<file path="src/logic/osc_ctrl_consts.svh">
// constants for the oscillator control register block
`ifndef OSC_CTRL_CONSTS_SVH
`define OSC_CTRL_CONSTS_SVH
`define OSC_REG_ADDR 12'h000
`define OSC_WORD_MASK 12'hffc
`define CUR_SRC_LSB 12
`define REQ_SRC_LSB 8
`define SRC_FREEZE_BIT 7
`define PIN_FREEZE_BIT 6
`define PLL_LOCK_BIT 5
`define CLK_FAIL_BIT 3
`define SRC_FAST_RC 3'h0
`define SRC_FAST_RC_PLL 3'h1
`define SRC_PRIMARY 3'h2
`define SRC_LOW_POWER_RC 3'h5
`define SRC_FAST_RC_DIV16 3'h6
`define SRC_FAST_RC_DIVN 3'h7
`define FCKSM_SWITCH_NO_MON 2'h1
`define INIT_CYCLES 2'h3
`define RESET_SRC 3'h0
`define RESP_OKAY 2'h0
`define RESP_SLVERR 2'h2
`endif

</file>
<file path="src/logic/osc_ctrl_pkg.sv">
// types shared by the oscillator control block
package osc_ctrl_pkg;
    typedef enum logic [1:0] {
        ST_INIT = 2'b00,
        ST_IDLE = 2'b01,
        ST_SWITCH = 2'b10
    } switch_state_t;

    // inputs that arrive from the clock sources and straps
    typedef struct packed {
        logic [1:0] fcksm;
        logic [2:0] source;
        logic switchDone;
        logic clockFail;
        logic pllLocked;
    } sync_bus_t;

    typedef struct packed {
        sync_bus_t stage1;
        sync_bus_t stage2;
    } sync_state_t;

    typedef struct packed {
        switch_state_t fsm;
        logic [1:0] initCount;
        logic [2:0] curSrc;
        logic [2:0] reqSrc;
        logic [2:0] target;
        logic srcFreeze;
        logic pinFreeze;
        logic clkFail;
        logic failPrev;
        logic switchReq;
        logic ppsCommit;
        logic awHeld;
        logic wHeld;
        logic [11:0] awAddr;
        logic [15:0] wData;
        logic [1:0] wStrb;
        logic awReady;
        logic wReady;
        logic bValid;
        logic [1:0] bResp;
        logic arReady;
        logic rValid;
        logic [31:0] rData;
        logic [1:0] rResp;
    } osc_state_t;
endpackage

</file>
<file path="src/logic/oscillator_control_status.sv">
// oscillator control and status register with axi4-lite access
`timescale 1ns/100ps
`include "osc_ctrl_consts.svh"
//////////////////////////////////////////////////////////////////////////////
// Behaviour
// - current source field at bits 14..12 is read-only, writes ignored
// - codes 000 fast rc, 001 fast rc with pll, 010 primary oscillator
// - codes 101 low-power rc, 110 fast rc div 16, 111 fast rc div n
// - software writes requested source at bits 10..8, same encoding
// - source freeze set with config 0b01 blocks starting a source switch, one already under way still completes
// - source freeze clear lets clock switching change the source
// - pin remap freeze set blocks writes to pin select registers
// - pin remap freeze clear lets pin select writes through
// - bit 5 reads the synchronised pll locked input, else zero
// - clock failure flag at bit 3 set by monitor, cleared by software
// - bits 15, 11, 4 and unused positions read zero, ignore writes
module oscillator_control_status
(
    input wire logic clk,
    input wire logic rst,
    input wire logic [11:0] awaddr,
    input wire logic awvalid,
    output logic awready,
    input wire logic [31:0] wdata,
    input wire logic [3:0] wstrb,
    input wire logic wvalid,
    output logic wready,
    output logic [1:0] bresp,
    output logic bvalid,
    input wire logic bready,
    input wire logic [11:0] araddr,
    input wire logic arvalid,
    output logic arready,
    output logic [31:0] rdata,
    output logic [1:0] rresp,
    output logic rvalid,
    input wire logic rready,
    input wire logic pllLocked,
    input wire logic clockFailDetect,
    input wire logic switchDone,
    input wire logic [2:0] configSource,
    input wire logic [1:0] configFcksm,
    input wire logic ppsWriteReq,
    output logic ppsWriteCommit,
    output logic switchRequest,
    output logic [2:0] switchTarget,
    output logic [2:0] currentClockSource
);
    osc_ctrl_pkg::osc_state_t s;
    osc_ctrl_pkg::osc_state_t next_s;
    osc_ctrl_pkg::sync_bus_t rawIn;
    osc_ctrl_pkg::sync_bus_t syn;
    logic failRise;
    logic doWrite;
    logic switchBlocked;

    //////////////////////////////////////////////////////////////////////////
    // helpers

    function automatic logic addrHit(input logic [11:0] a);
        addrHit = (a & `OSC_WORD_MASK) == `OSC_REG_ADDR;
    endfunction

    // unimplemented positions are tied low here
    function automatic logic [15:0] regWord(
        input osc_ctrl_pkg::osc_state_t st,
        input logic pll
    );
        regWord = {1'b0, st.curSrc, 1'b0, st.reqSrc, st.srcFreeze,
                   st.pinFreeze, pll, 1'b0, st.clkFail, 3'h0};
    endfunction

    //////////////////////////////////////////////////////////////////////////
    // input synchronisation

    assign rawIn.fcksm = configFcksm;
    assign rawIn.source = configSource;
    assign rawIn.switchDone = switchDone;
    assign rawIn.clockFail = clockFailDetect;
    assign rawIn.pllLocked = pllLocked;

    osc_input_sync u_sync
    (
        .clk(clk),
        .rst(rst),
        .din(rawIn),
        .dout(syn)
    );

    //////////////////////////////////////////////////////////////////////////
    // next state

    always_comb
    begin
        next_s = s;
        // pin select writes pass only while unfrozen
        next_s.ppsCommit = ppsWriteReq && !s.pinFreeze;
        next_s.failPrev = syn.clockFail;
        failRise = syn.clockFail && !s.failPrev;
        switchBlocked = s.srcFreeze && (syn.fcksm == `FCKSM_SWITCH_NO_MON);
        doWrite = s.awHeld && s.wHeld && !s.bValid;

        if (awvalid && s.awReady)
        begin
            next_s.awHeld = 1'b1;
            next_s.awAddr = awaddr;
        end
        if (wvalid && s.wReady)
        begin
            next_s.wHeld = 1'b1;
            next_s.wData = wdata[15:0];
            next_s.wStrb = wstrb[1:0];
        end
        if (s.bValid && bready)
        begin
            next_s.bValid = 1'b0;
        end
        if (doWrite)
        begin
            next_s.awHeld = 1'b0;
            next_s.wHeld = 1'b0;
            next_s.bValid = 1'b1;
            next_s.bResp = addrHit(s.awAddr) ? `RESP_OKAY : `RESP_SLVERR;
            // current source and reserved bits are never written
            if (addrHit(s.awAddr) && s.wStrb[1])
            begin
                next_s.reqSrc = s.wData[`REQ_SRC_LSB +: 3];
            end
            if (addrHit(s.awAddr) && s.wStrb[0])
            begin
                next_s.srcFreeze = s.wData[`SRC_FREEZE_BIT];
                next_s.pinFreeze = s.wData[`PIN_FREEZE_BIT];
                if (!s.wData[`CLK_FAIL_BIT])
                begin
                    next_s.clkFail = 1'b0;
                end
            end
        end
        // a failure seen while software clears still leaves the flag set
        if (failRise)
        begin
            next_s.clkFail = 1'b1;
        end
        next_s.awReady = !next_s.awHeld && !next_s.bValid;
        next_s.wReady = !next_s.wHeld && !next_s.bValid;

        if (s.rValid && rready)
        begin
            next_s.rValid = 1'b0;
        end
        if (arvalid && s.arReady)
        begin
            next_s.rValid = 1'b1;
            next_s.rData = addrHit(araddr) ? {16'h0000, regWord(s, syn.pllLocked)} : 32'h0;
            next_s.rResp = addrHit(araddr) ? `RESP_OKAY : `RESP_SLVERR;
        end
        next_s.arReady = !next_s.rValid;

        case (s.fsm)
            osc_ctrl_pkg::ST_INIT:
            begin
                // straps are read only once they have crossed the synchroniser
                next_s.initCount = s.initCount + 2'h1;
                if (s.initCount == `INIT_CYCLES)
                begin
                    next_s.curSrc = syn.source;
                    next_s.reqSrc = syn.source;
                    next_s.fsm = osc_ctrl_pkg::ST_IDLE;
                end
            end
            osc_ctrl_pkg::ST_IDLE:
            begin
                // encoding of codes is carried through unchanged to the switcher
                if ((s.reqSrc != s.curSrc) && !switchBlocked)
                begin
                    next_s.target = s.reqSrc;
                    next_s.switchReq = 1'b1;
                    next_s.fsm = osc_ctrl_pkg::ST_SWITCH;
                end
            end
            osc_ctrl_pkg::ST_SWITCH:
            begin
                // old source is reported until the switcher confirms
                if (syn.switchDone)
                begin
                    next_s.curSrc = s.target;
                    next_s.switchReq = 1'b0;
                    next_s.fsm = osc_ctrl_pkg::ST_IDLE;
                end
            end
            default:
            begin
                next_s.fsm = osc_ctrl_pkg::ST_INIT;
            end
        endcase
    end

    always_ff @(posedge clk or posedge rst)
    begin
        if (rst)
        begin
            s <= '0;
            s.curSrc <= `RESET_SRC;
            s.reqSrc <= `RESET_SRC;
            s.fsm <= osc_ctrl_pkg::ST_INIT;
        end
        else
        begin
            s <= next_s;
        end
    end

    //////////////////////////////////////////////////////////////////////////
    // outputs

    assign awready = s.awReady;
    assign wready = s.wReady;
    assign bvalid = s.bValid;
    assign bresp = s.bResp;
    assign arready = s.arReady;
    assign rvalid = s.rValid;
    assign rdata = s.rData;
    assign rresp = s.rResp;
    assign ppsWriteCommit = s.ppsCommit;
    assign switchRequest = s.switchReq;
    assign switchTarget = s.target;
    assign currentClockSource = s.curSrc;
endmodule

</file>
<file path="src/logic/osc_input_sync.sv">
// two-stage synchroniser for the oscillator status and strap inputs
`timescale 1ns/100ps
module osc_input_sync
(
    input wire logic clk,
    input wire logic rst,
    input osc_ctrl_pkg::sync_bus_t din,
    output osc_ctrl_pkg::sync_bus_t dout
);
    osc_ctrl_pkg::sync_state_t s;
    osc_ctrl_pkg::sync_state_t next_s;

    // stage1 feeds stage2 only
    always_comb
    begin
        next_s = s;
        next_s.stage1 = din;
        next_s.stage2 = s.stage1;
    end

    always_ff @(posedge clk or posedge rst)
    begin
        if (rst)
        begin
            s <= '0;
        end
        else
        begin
            s <= next_s;
        end
    end

    assign dout = s.stage2;
endmodule

</file>
<file path="config.mk">
export PLATFORM = sky130hd
export DESIGN_NAME = oscillator_control_status
export DESIGN_NICKNAME = d
export VERILOG_FILES = /design/src/logic/osc_ctrl_pkg.sv /design/src/logic/oscillator_control_status.sv /design/src/logic/osc_input_sync.sv
export VERILOG_INCLUDE_DIRS = /design/src /design/src/logic
export SDC_FILE = /design/constraint.sdc
export NUM_CORES = 1
export LEC_CHECK = 0
export BUFFER_PORTS_ARGS = -buffer_cell sky130_fd_sc_hd__buf_2
export CAP_MARGIN = 20
export CELL_PAD_IN_SITES_DETAIL_PLACEMENT = 1
export CELL_PAD_IN_SITES_GLOBAL_PLACEMENT = 1
export CORE_MARGIN = 8
export CORE_UTILIZATION = 30
export CTS_CLUSTER_SIZE = 16
export DETAILED_ROUTE_END_ITERATION = 10
export GPL_ROUTABILITY_DRIVEN = 0
export HOLD_SLACK_MARGIN = 0.12
export PLACE_DENSITY_LB_ADDON = 0.08
export SETUP_SLACK_MARGIN = 0.5
export SLEW_MARGIN = 20
export SYNTH_ARGS = -nofsm -noshare
export SYNTH_HDL_FRONTEND = slang
export SYNTH_SLANG_ARGS = --single-unit
</file>
<file path="constraint.sdc">
create_clock -name clk -period 2.5 [get_ports clk]
set_input_delay 0.75 -clock clk [delete_from_list [all_inputs] [get_ports clk]]
set_output_delay 0.75 -clock clk [all_outputs]
set_load 0.05 [all_outputs]
</file>
==> flow_summary.ini, run 1 <==
[clocking]
post_cts_resized = 0
path_clk_slew_ns = 0.08
cts_buffers = 9
clockBufferDepth = 2
holdBufCountCts = 0
htreeDepth = 3
cts_setup_buffers = 0
cts-root-buf = clkbuf_8
cts_tree = yes
cts_sinks = 72
clock_latency_ns = 0.34

[placed_design]
dp_hpwl_mm = 4.87
place_ws_ns = 0.624
io_buffers = 68
dp.cells = 412

[synthesis]
netlist_area_um2 = 2970
synth_edf_count = 0
synth-main-ff-cell = dfrtp_1
synth-seq-cells = 72
syn_avg_cell_area_um2 = 12.9
synth_area_leader_cell = dfrtp_1
ys_seq_area_frac = 0.606
synthArstFlopShare = 1.00
yosys.area.top_type_share = 0.606
yosys.cell_types.count = 36
yosys-top-cells-area = dfrtp_1, buf_4, mux2_2
synth-simple-area-share = 0.0893
synthMuxAreaShare = 0.101
synth_xor_area_frac = 0.0118
synth_compound_area_frac = 0.0657
synth_top_family_by_area = buffers and inverters
syn_inst = 230
synth_warnings = 0
synth_fa_ha_area_frac = 0.00421

[critical_path]
worstSetupPathType = flip-flop to output port
cp.arrival_ns = 1.06
cp-end-kind = output port
r2r-start = bvalid$_DFF_PP0_
cp.required_ns = 1.75
critPathMaxStageDelay_ns = 0.43
cp-start-kind = flip-flop
cp_slowest_cell = dfrtp_1
path_cells = buf_2
cp-startpoint = currentClockSource[1]$_DFFE_PP0P_
path_delay_family = flip-flops
cp_num_buf_inv = 1
regToRegSetupSlack_ns = 0.85
crit_path_max_fanout = 4

[timing]
fmax_ghz = 0.552
period_share = 0.725
hold_viol = 0
rsz0062_at_grt = false
clock-skew-final_ns = 0.00668
timing.final.max_slew_violations = 0
tightest_slew_ns = 0.586
setup_slack_ns = 0.688
whs_ns = 0.347
finalSetupTns_ns = 0
finalSetupViolations = 0
maxSlewHeadroom = 0.609
period_minus_slack_ns = 1.81

[die]
die_w_um = 116
fp-row-count = 36
io_pins = 125
start_util = 0.307
dieHeight_um = 116
core_um2 = 9680
dieArea_um2 = 13300

[pwr]
ir_worst_vdd_mv = 0.446
p_leak_nw = 1.71
power_density_nw_per_um2 = 1110

[route]
ant_nets = 0
firstDrtPassIters = 3
wire_per_inst_um = 14.9
finalWirelength_mm = 6.36
drc = 0
drt_iter0_markers = 33
vias = 1813
vias_per_cell = 4.24

[finish]
num-nets-final = 367
stdcell_count = 428
insertedDiodeCount = 0
drive_above_1_share = 0.390
area_growth_syn_to_layout_pct = 17.4

[outcome]
status = complete, no violations

[global_routing]
grt_max_degree = 39
grt_pass1_vias = 2071
grt.overflow.total = 0
track_usage = 0.100
grt_first_pass_wirelength_mm = 10.3
grt_antenna_before_repair = 0

[worst_hold_path]
hp-start = u_sync.next_s[0]$_DFF_PP0_
hold_class = flip-flop to flip-flop

[flow_run]
maxCapViolCount = 0
[final cells by class]
class | instances | area (um2)
tap | 133 | 166
clock buffer | 10 | 138
timing repair buffer | 71 | 375
fill | 1099 | 6200
clock inverter | 6 | 82.6
sequential | 72 | 1800
inverter | 6 | 26.3
multi-input combinational | 130 | 898
[cell usage in the layout, fill, tap and decap left out, drive strengths merged, types with 2 or more instances in the layout]
master and count:
dfrtp 72, buf 71, conb 24, mux2 24, a21oi 11, nand2 10
a22o 10, clkbuf 10, nor2 8, o21ai 6, inv 5, and3 4
nor2b 4, nor4 4, xnor2 3, mux2i 3, clkinv 3, nand4 3
nor3b 3, nand2b 2, clkinvlp 2, bufinv 2
[power breakdown]
part	switching, W	total (W)	leakage [nW]	internal (W)
clock network	0.000427	0.00101	0.112	0.000584
registers	0.000242	0.00172	0.867	0.00148
logic	0.000707	0.00114	0.736	0.000433
[synth_stat cells (2+ instances only)]
cell type,instances
a22o_1,10
nand2b_1,2
o21ai_0,6
nor4_1,2
nand2_1,10
mux2_1,2
dfrtp_1,72
mux2_2,22
buf_4,42
nor4_2,2
nor3b_1,2
nor2b_1,4
and3_1,4
a21oi_1,11
mux2i_1,3
xnor2_1,3
nor2_1,8
nand4_1,2
inv_1,6
[through the flow]
stage / total power [W] / utilization / cell area [um2]
6_report: 0.00387 / 0.360 / 3490
5_1_grt: 0.00413 / 0.360 / 3490
4_1_cts: 0.00394 / 0.360 / 3490
3_5_place_dp: 0.00291 / 0.337 / 3270
3_3_place_gp: 0.00287 / 0.337 / 3270
2_1_floorplan: 0.00268 / - / 3060
[state kept, by name, indices dropped and copies added, names as in the netlist, 3 cells and up]
register	cells
currentClockSource	3
s	31
switchTarget	3
u_sync.dout	8
rdata	10
u_sync.next_s	8
[path summary, 6_finish.rpt]
check,end,cells after the start
hold reg to reg,u_sync.dout[0]$_DFF_PP0_,0
max in group asynchronous,rvalid$_DFF_PP0_,3
min in group asynchronous,awready$_DFF_PP0_,2
setup reg to reg,s[78]$_DFFE_PP0P_,4
hold / removal,u_sync.dout[0]$_DFF_PP0_,0
setup / recovery,currentClockSource[1],1
[cells by family after synthesis]
kind of cell               count (synthesis)
and+or+nand+nor                           44
xor gates and xnor gates                   4
DFF                                       72
other                                      1
buffers and inverters                     51
AOI/OAI and AO/OA                         30
adders and majority gates                  1
muxes                                     27
[routing by layer]
| layer | wire, um | vias up | track usage | part of all wire |
|---|---|---|---|---|
| met4 | 165 | 0 | 0.0657 | 0.026 |
| met3 | 497 | 12 | 0.0334 | 0.078 |
| met2 | 2780 | 68 | 0.144 | 0.44 |
| met1 | 2920 | 892 | 0.126 | 0.46 |
| li1 | - | 841 | - | - |
| met5 | 0 | - | 0 | 0 |
Note: power is estimated with default switching activity, not from simulation.
==> run 2, diff against run 1 <==
--- a/config.mk
+++ b/config.mk
@@ -6,6 +6,7 @@
 export SDC_FILE = /design/constraint.sdc
 export NUM_CORES = 1
 export LEC_CHECK = 0
+export ABC_AREA = 1
 export BUFFER_PORTS_ARGS = -buffer_cell sky130_fd_sc_hd__buf_2
 export CAP_MARGIN = 20
 export CELL_PAD_IN_SITES_DETAIL_PLACEMENT = 1
==> constraint.sdc (replaced) <==
create_clock -name clk -period 1.7 [get_ports clk]
set_input_delay 0.51 -clock clk [delete_from_list [all_inputs] [get_ports clk]]
set_output_delay 0.51 -clock clk [all_outputs]
set_load 0.05 [all_outputs]
==> run 2 against run 1 <==
Count of clock-buffer cells in the layout increased by 4. Critical endpoint unchanged. Combinational power increased by 130%. Via count increased by 26%. Non-clock buffer count increased by 30. Cell area increased by 17%. Global-route usage increased by 0.91 points. Worst hold slack got worse by 0.092 ns. Setup slack got worse by 0.40 ns. Critical path depth unchanged. Sequential power increased by 48%. Clock power increased by 22%.
==> flow_summary.ini, run 2 <==
[outcome]
status = complete, no violations

[synthesis]
synth-seq-cells = 72
yosys.cell_types.count = 26
yosys.area.top_type_share = 0.586
syn_avg_cell_area_um2 = 9.34
synthTopCellsByCount = nand2_1, dfrtp_1, buf_4, inv_1
ys_seq_area_frac = 0.586
yosys-top-cells-area = dfrtp_1, nand2_1, buf_4
synthArstFlopShare = 1.00
synth-main-ff-cell = dfrtp_1
synth.most_common_cell = nand2_1
synth_edf_count = 0
syn_inst = 329
netlist_area_um2 = 3070
synth_warnings = 0
synth_area_leader_cell = dfrtp_1

[timing]
rsz0062_at_grt = true
whs_ns = 0.255
setup_slack_ns = 0.285
timing.final.max_slew_violations = 0
period_share = 0.832
period_minus_slack_ns = 1.41
finalSetupViolations = 0
fmax_ghz = 0.707
hold_viol = 0
finalSetupTns_ns = 0
clock-skew-final_ns = 0.00906

[finish]
insertedDiodeCount = 0
final_cell_mix = nand2_1, dfrtp_1, buf_2
regArea_um2 = 1800
num-nets-final = 493
largest_reg_flops = 31
mostFrequentLayoutCell = nand2_1
fillers = 1174
drive_above_1_share = 0.365
top_register = s
area_growth_syn_to_layout_pct = 33.1
multi_input_area_um2 = 1060

[route]
drt_iter0_markers = 54
vias = 2291
ant_nets = 0
wire_per_inst_um = 13.1
drc = 0
finalWirelength_mm = 7.28
vias_per_cell = 4.13
firstDrtPassIters = 3

[critical_path]
cp_num_buf_inv = 1
path_delay_family = flip-flops
crit_path_max_fanout = 2
regToRegSetupSlack_ns = 0.44
cp_slowest_cell = dfrtp_1
worstSetupPathType = flip-flop to output port
r2r_cells = 6
cp.required_ns = 1.19
r2r_end = s[76]$_DFFE_PP0P_
cp.arrival_ns = 0.90
cp-start-kind = flip-flop
r2r-start = s[65]$_DFFE_PP0P_
cp-end-kind = output port
path_cells = buf_6
critPathMaxStageDelay_ns = 0.40

[die]
io_pins = 125
start_util = 0.303
dieHeight_um = 117
core_um2 = 10100
die_w_um = 117
dieArea_um2 = 13700
fp-row-count = 37

[global_routing]
track_usage = 0.110
grt_first_pass_wirelength_mm = 11.6
grt_max_degree = 73
grt.overflow.total = 0
grt_antenna_before_repair = 0
grt_pass1_vias = 2335

[clocking]
cts_buffers = 9
clockBufferDepth = 2
htreeDepth = 3
holdBufCountCts = 0
cts-root-buf = clkbuf_8
clock_latency_ns = 0.34
path_clk_slew_ns = 0.08
cts_sinks = 72
cts_tree = yes

[pwr]
total_power_w = 0.00641
p_leak_nw = 2.16
ir_worst_vdd_mv = 0.783
power_density_nw_per_um2 = 1570

[worst_hold_path]
hold_class = input port to async pin

[placed_design]
io_buffers = 68
dp_hpwl_mm = 5.17
place_ws_ns = 0.269

[flow_run]
maxCapViolCount = 0
run 2: changes by cell type after synthesis, sizes merged, moves of 4 or more:
cell and delta:
a22o -10, and3 -4, inv +22, mux2 -22, nand2 +87, nand3 +24
nor2 +17, nor2b -4
run 2: worst max-delay path by stage:
| stage | startpoint | end | slack (ns) | cells past startpoint |
|---|---|---|---|---|
| 2_1_floorplan | bvalid$_DFF_PP0_ | s[82]$_DFF_PP0_ | 0.34 | 7 |
| 3_3_place_gp | araddr[3] | rdata[14]$_DFFE_PP0P_ | 0.29 | 6 |
| 3_5_place_dp | araddr[3] | rdata[12]$_DFFE_PP0P_ | 0.27 | 6 |
| 4_1_cts | currentClockSource[1]$_DFFE_PP0P_ | currentClockSource[1] | 0.25 | 1 |
| 5_1_grt | currentClockSource[1]$_DFFE_PP0P_ | currentClockSource[1] | 0.24 | 1 |
| 6_report | currentClockSource[1]$_DFFE_PP0P_ | currentClockSource[1] | 0.29 | 1 |
run 2: stage by stage:
step,area (um2),cells,util
after CTS,3870,540,0.382
after global routing,4090,555,0.404
after detailed placement,3410,516,0.336
final,4090,555,0.404
after global placement,3410,516,0.336
after floorplan,3160,352,-
run 2: layout make-up:
class / instances / area share
sequential: 72 / 0.441
multi-input combinational: 204 / 0.258
timing repair buffer: 101 / 0.191
clock buffer: 14 / 0.0422
tap: 136 / 0.0416
inverter: 28 / 0.0266
run 2: where the power goes:
group	switching [W]	internal [W]	total, W
clock network	0.000589	0.000636	0.00123
logic	0.00161	0.00102	0.00263
registers	0.000353	0.00220	0.00255
run 2: cell families (layout without fill, tap and decap cells):
| group | count (synthesis) | after routing | share of synthesized area |
|---|---|---|---|
| AOI/OAI and AO/OA | 20 | 20 | 0.0346 |
| xor gates and xnor gates | 2 | 2 | 0.00570 |
| adders and majority gates | 1 | 1 | 0.00407 |
| buffers and inverters | 76 | 143 | 0.146 |
| DFF | 72 | 72 | 0.586 |
| muxes | 2 | 2 | 0.00733 |
| other | 1 | 24 | 0.00122 |
| and+or+nand+nor | 155 | 155 | 0.215 |
run 2: what timing repair did:
| action | 4_1_cts | 5_1_grt |
|---|---|---|
| gates resized for setup | 67 | 31 |
| buffers inserted | 10 | 14 |
| endpoints found under the setup margin | 39 | 56 |
| pin swaps | 7 | 18 |
| gates cloned | 0 | 1 |
run 2: layer usage:
layer,up-vias,part of all wire,global-route usage
li1,1133,-,-
met1,1084,0.46,0.143
met2,65,0.45,0.160
met3,9,0.080,0.0385
met4,0,0.014,0.0461
met5,-,0,0
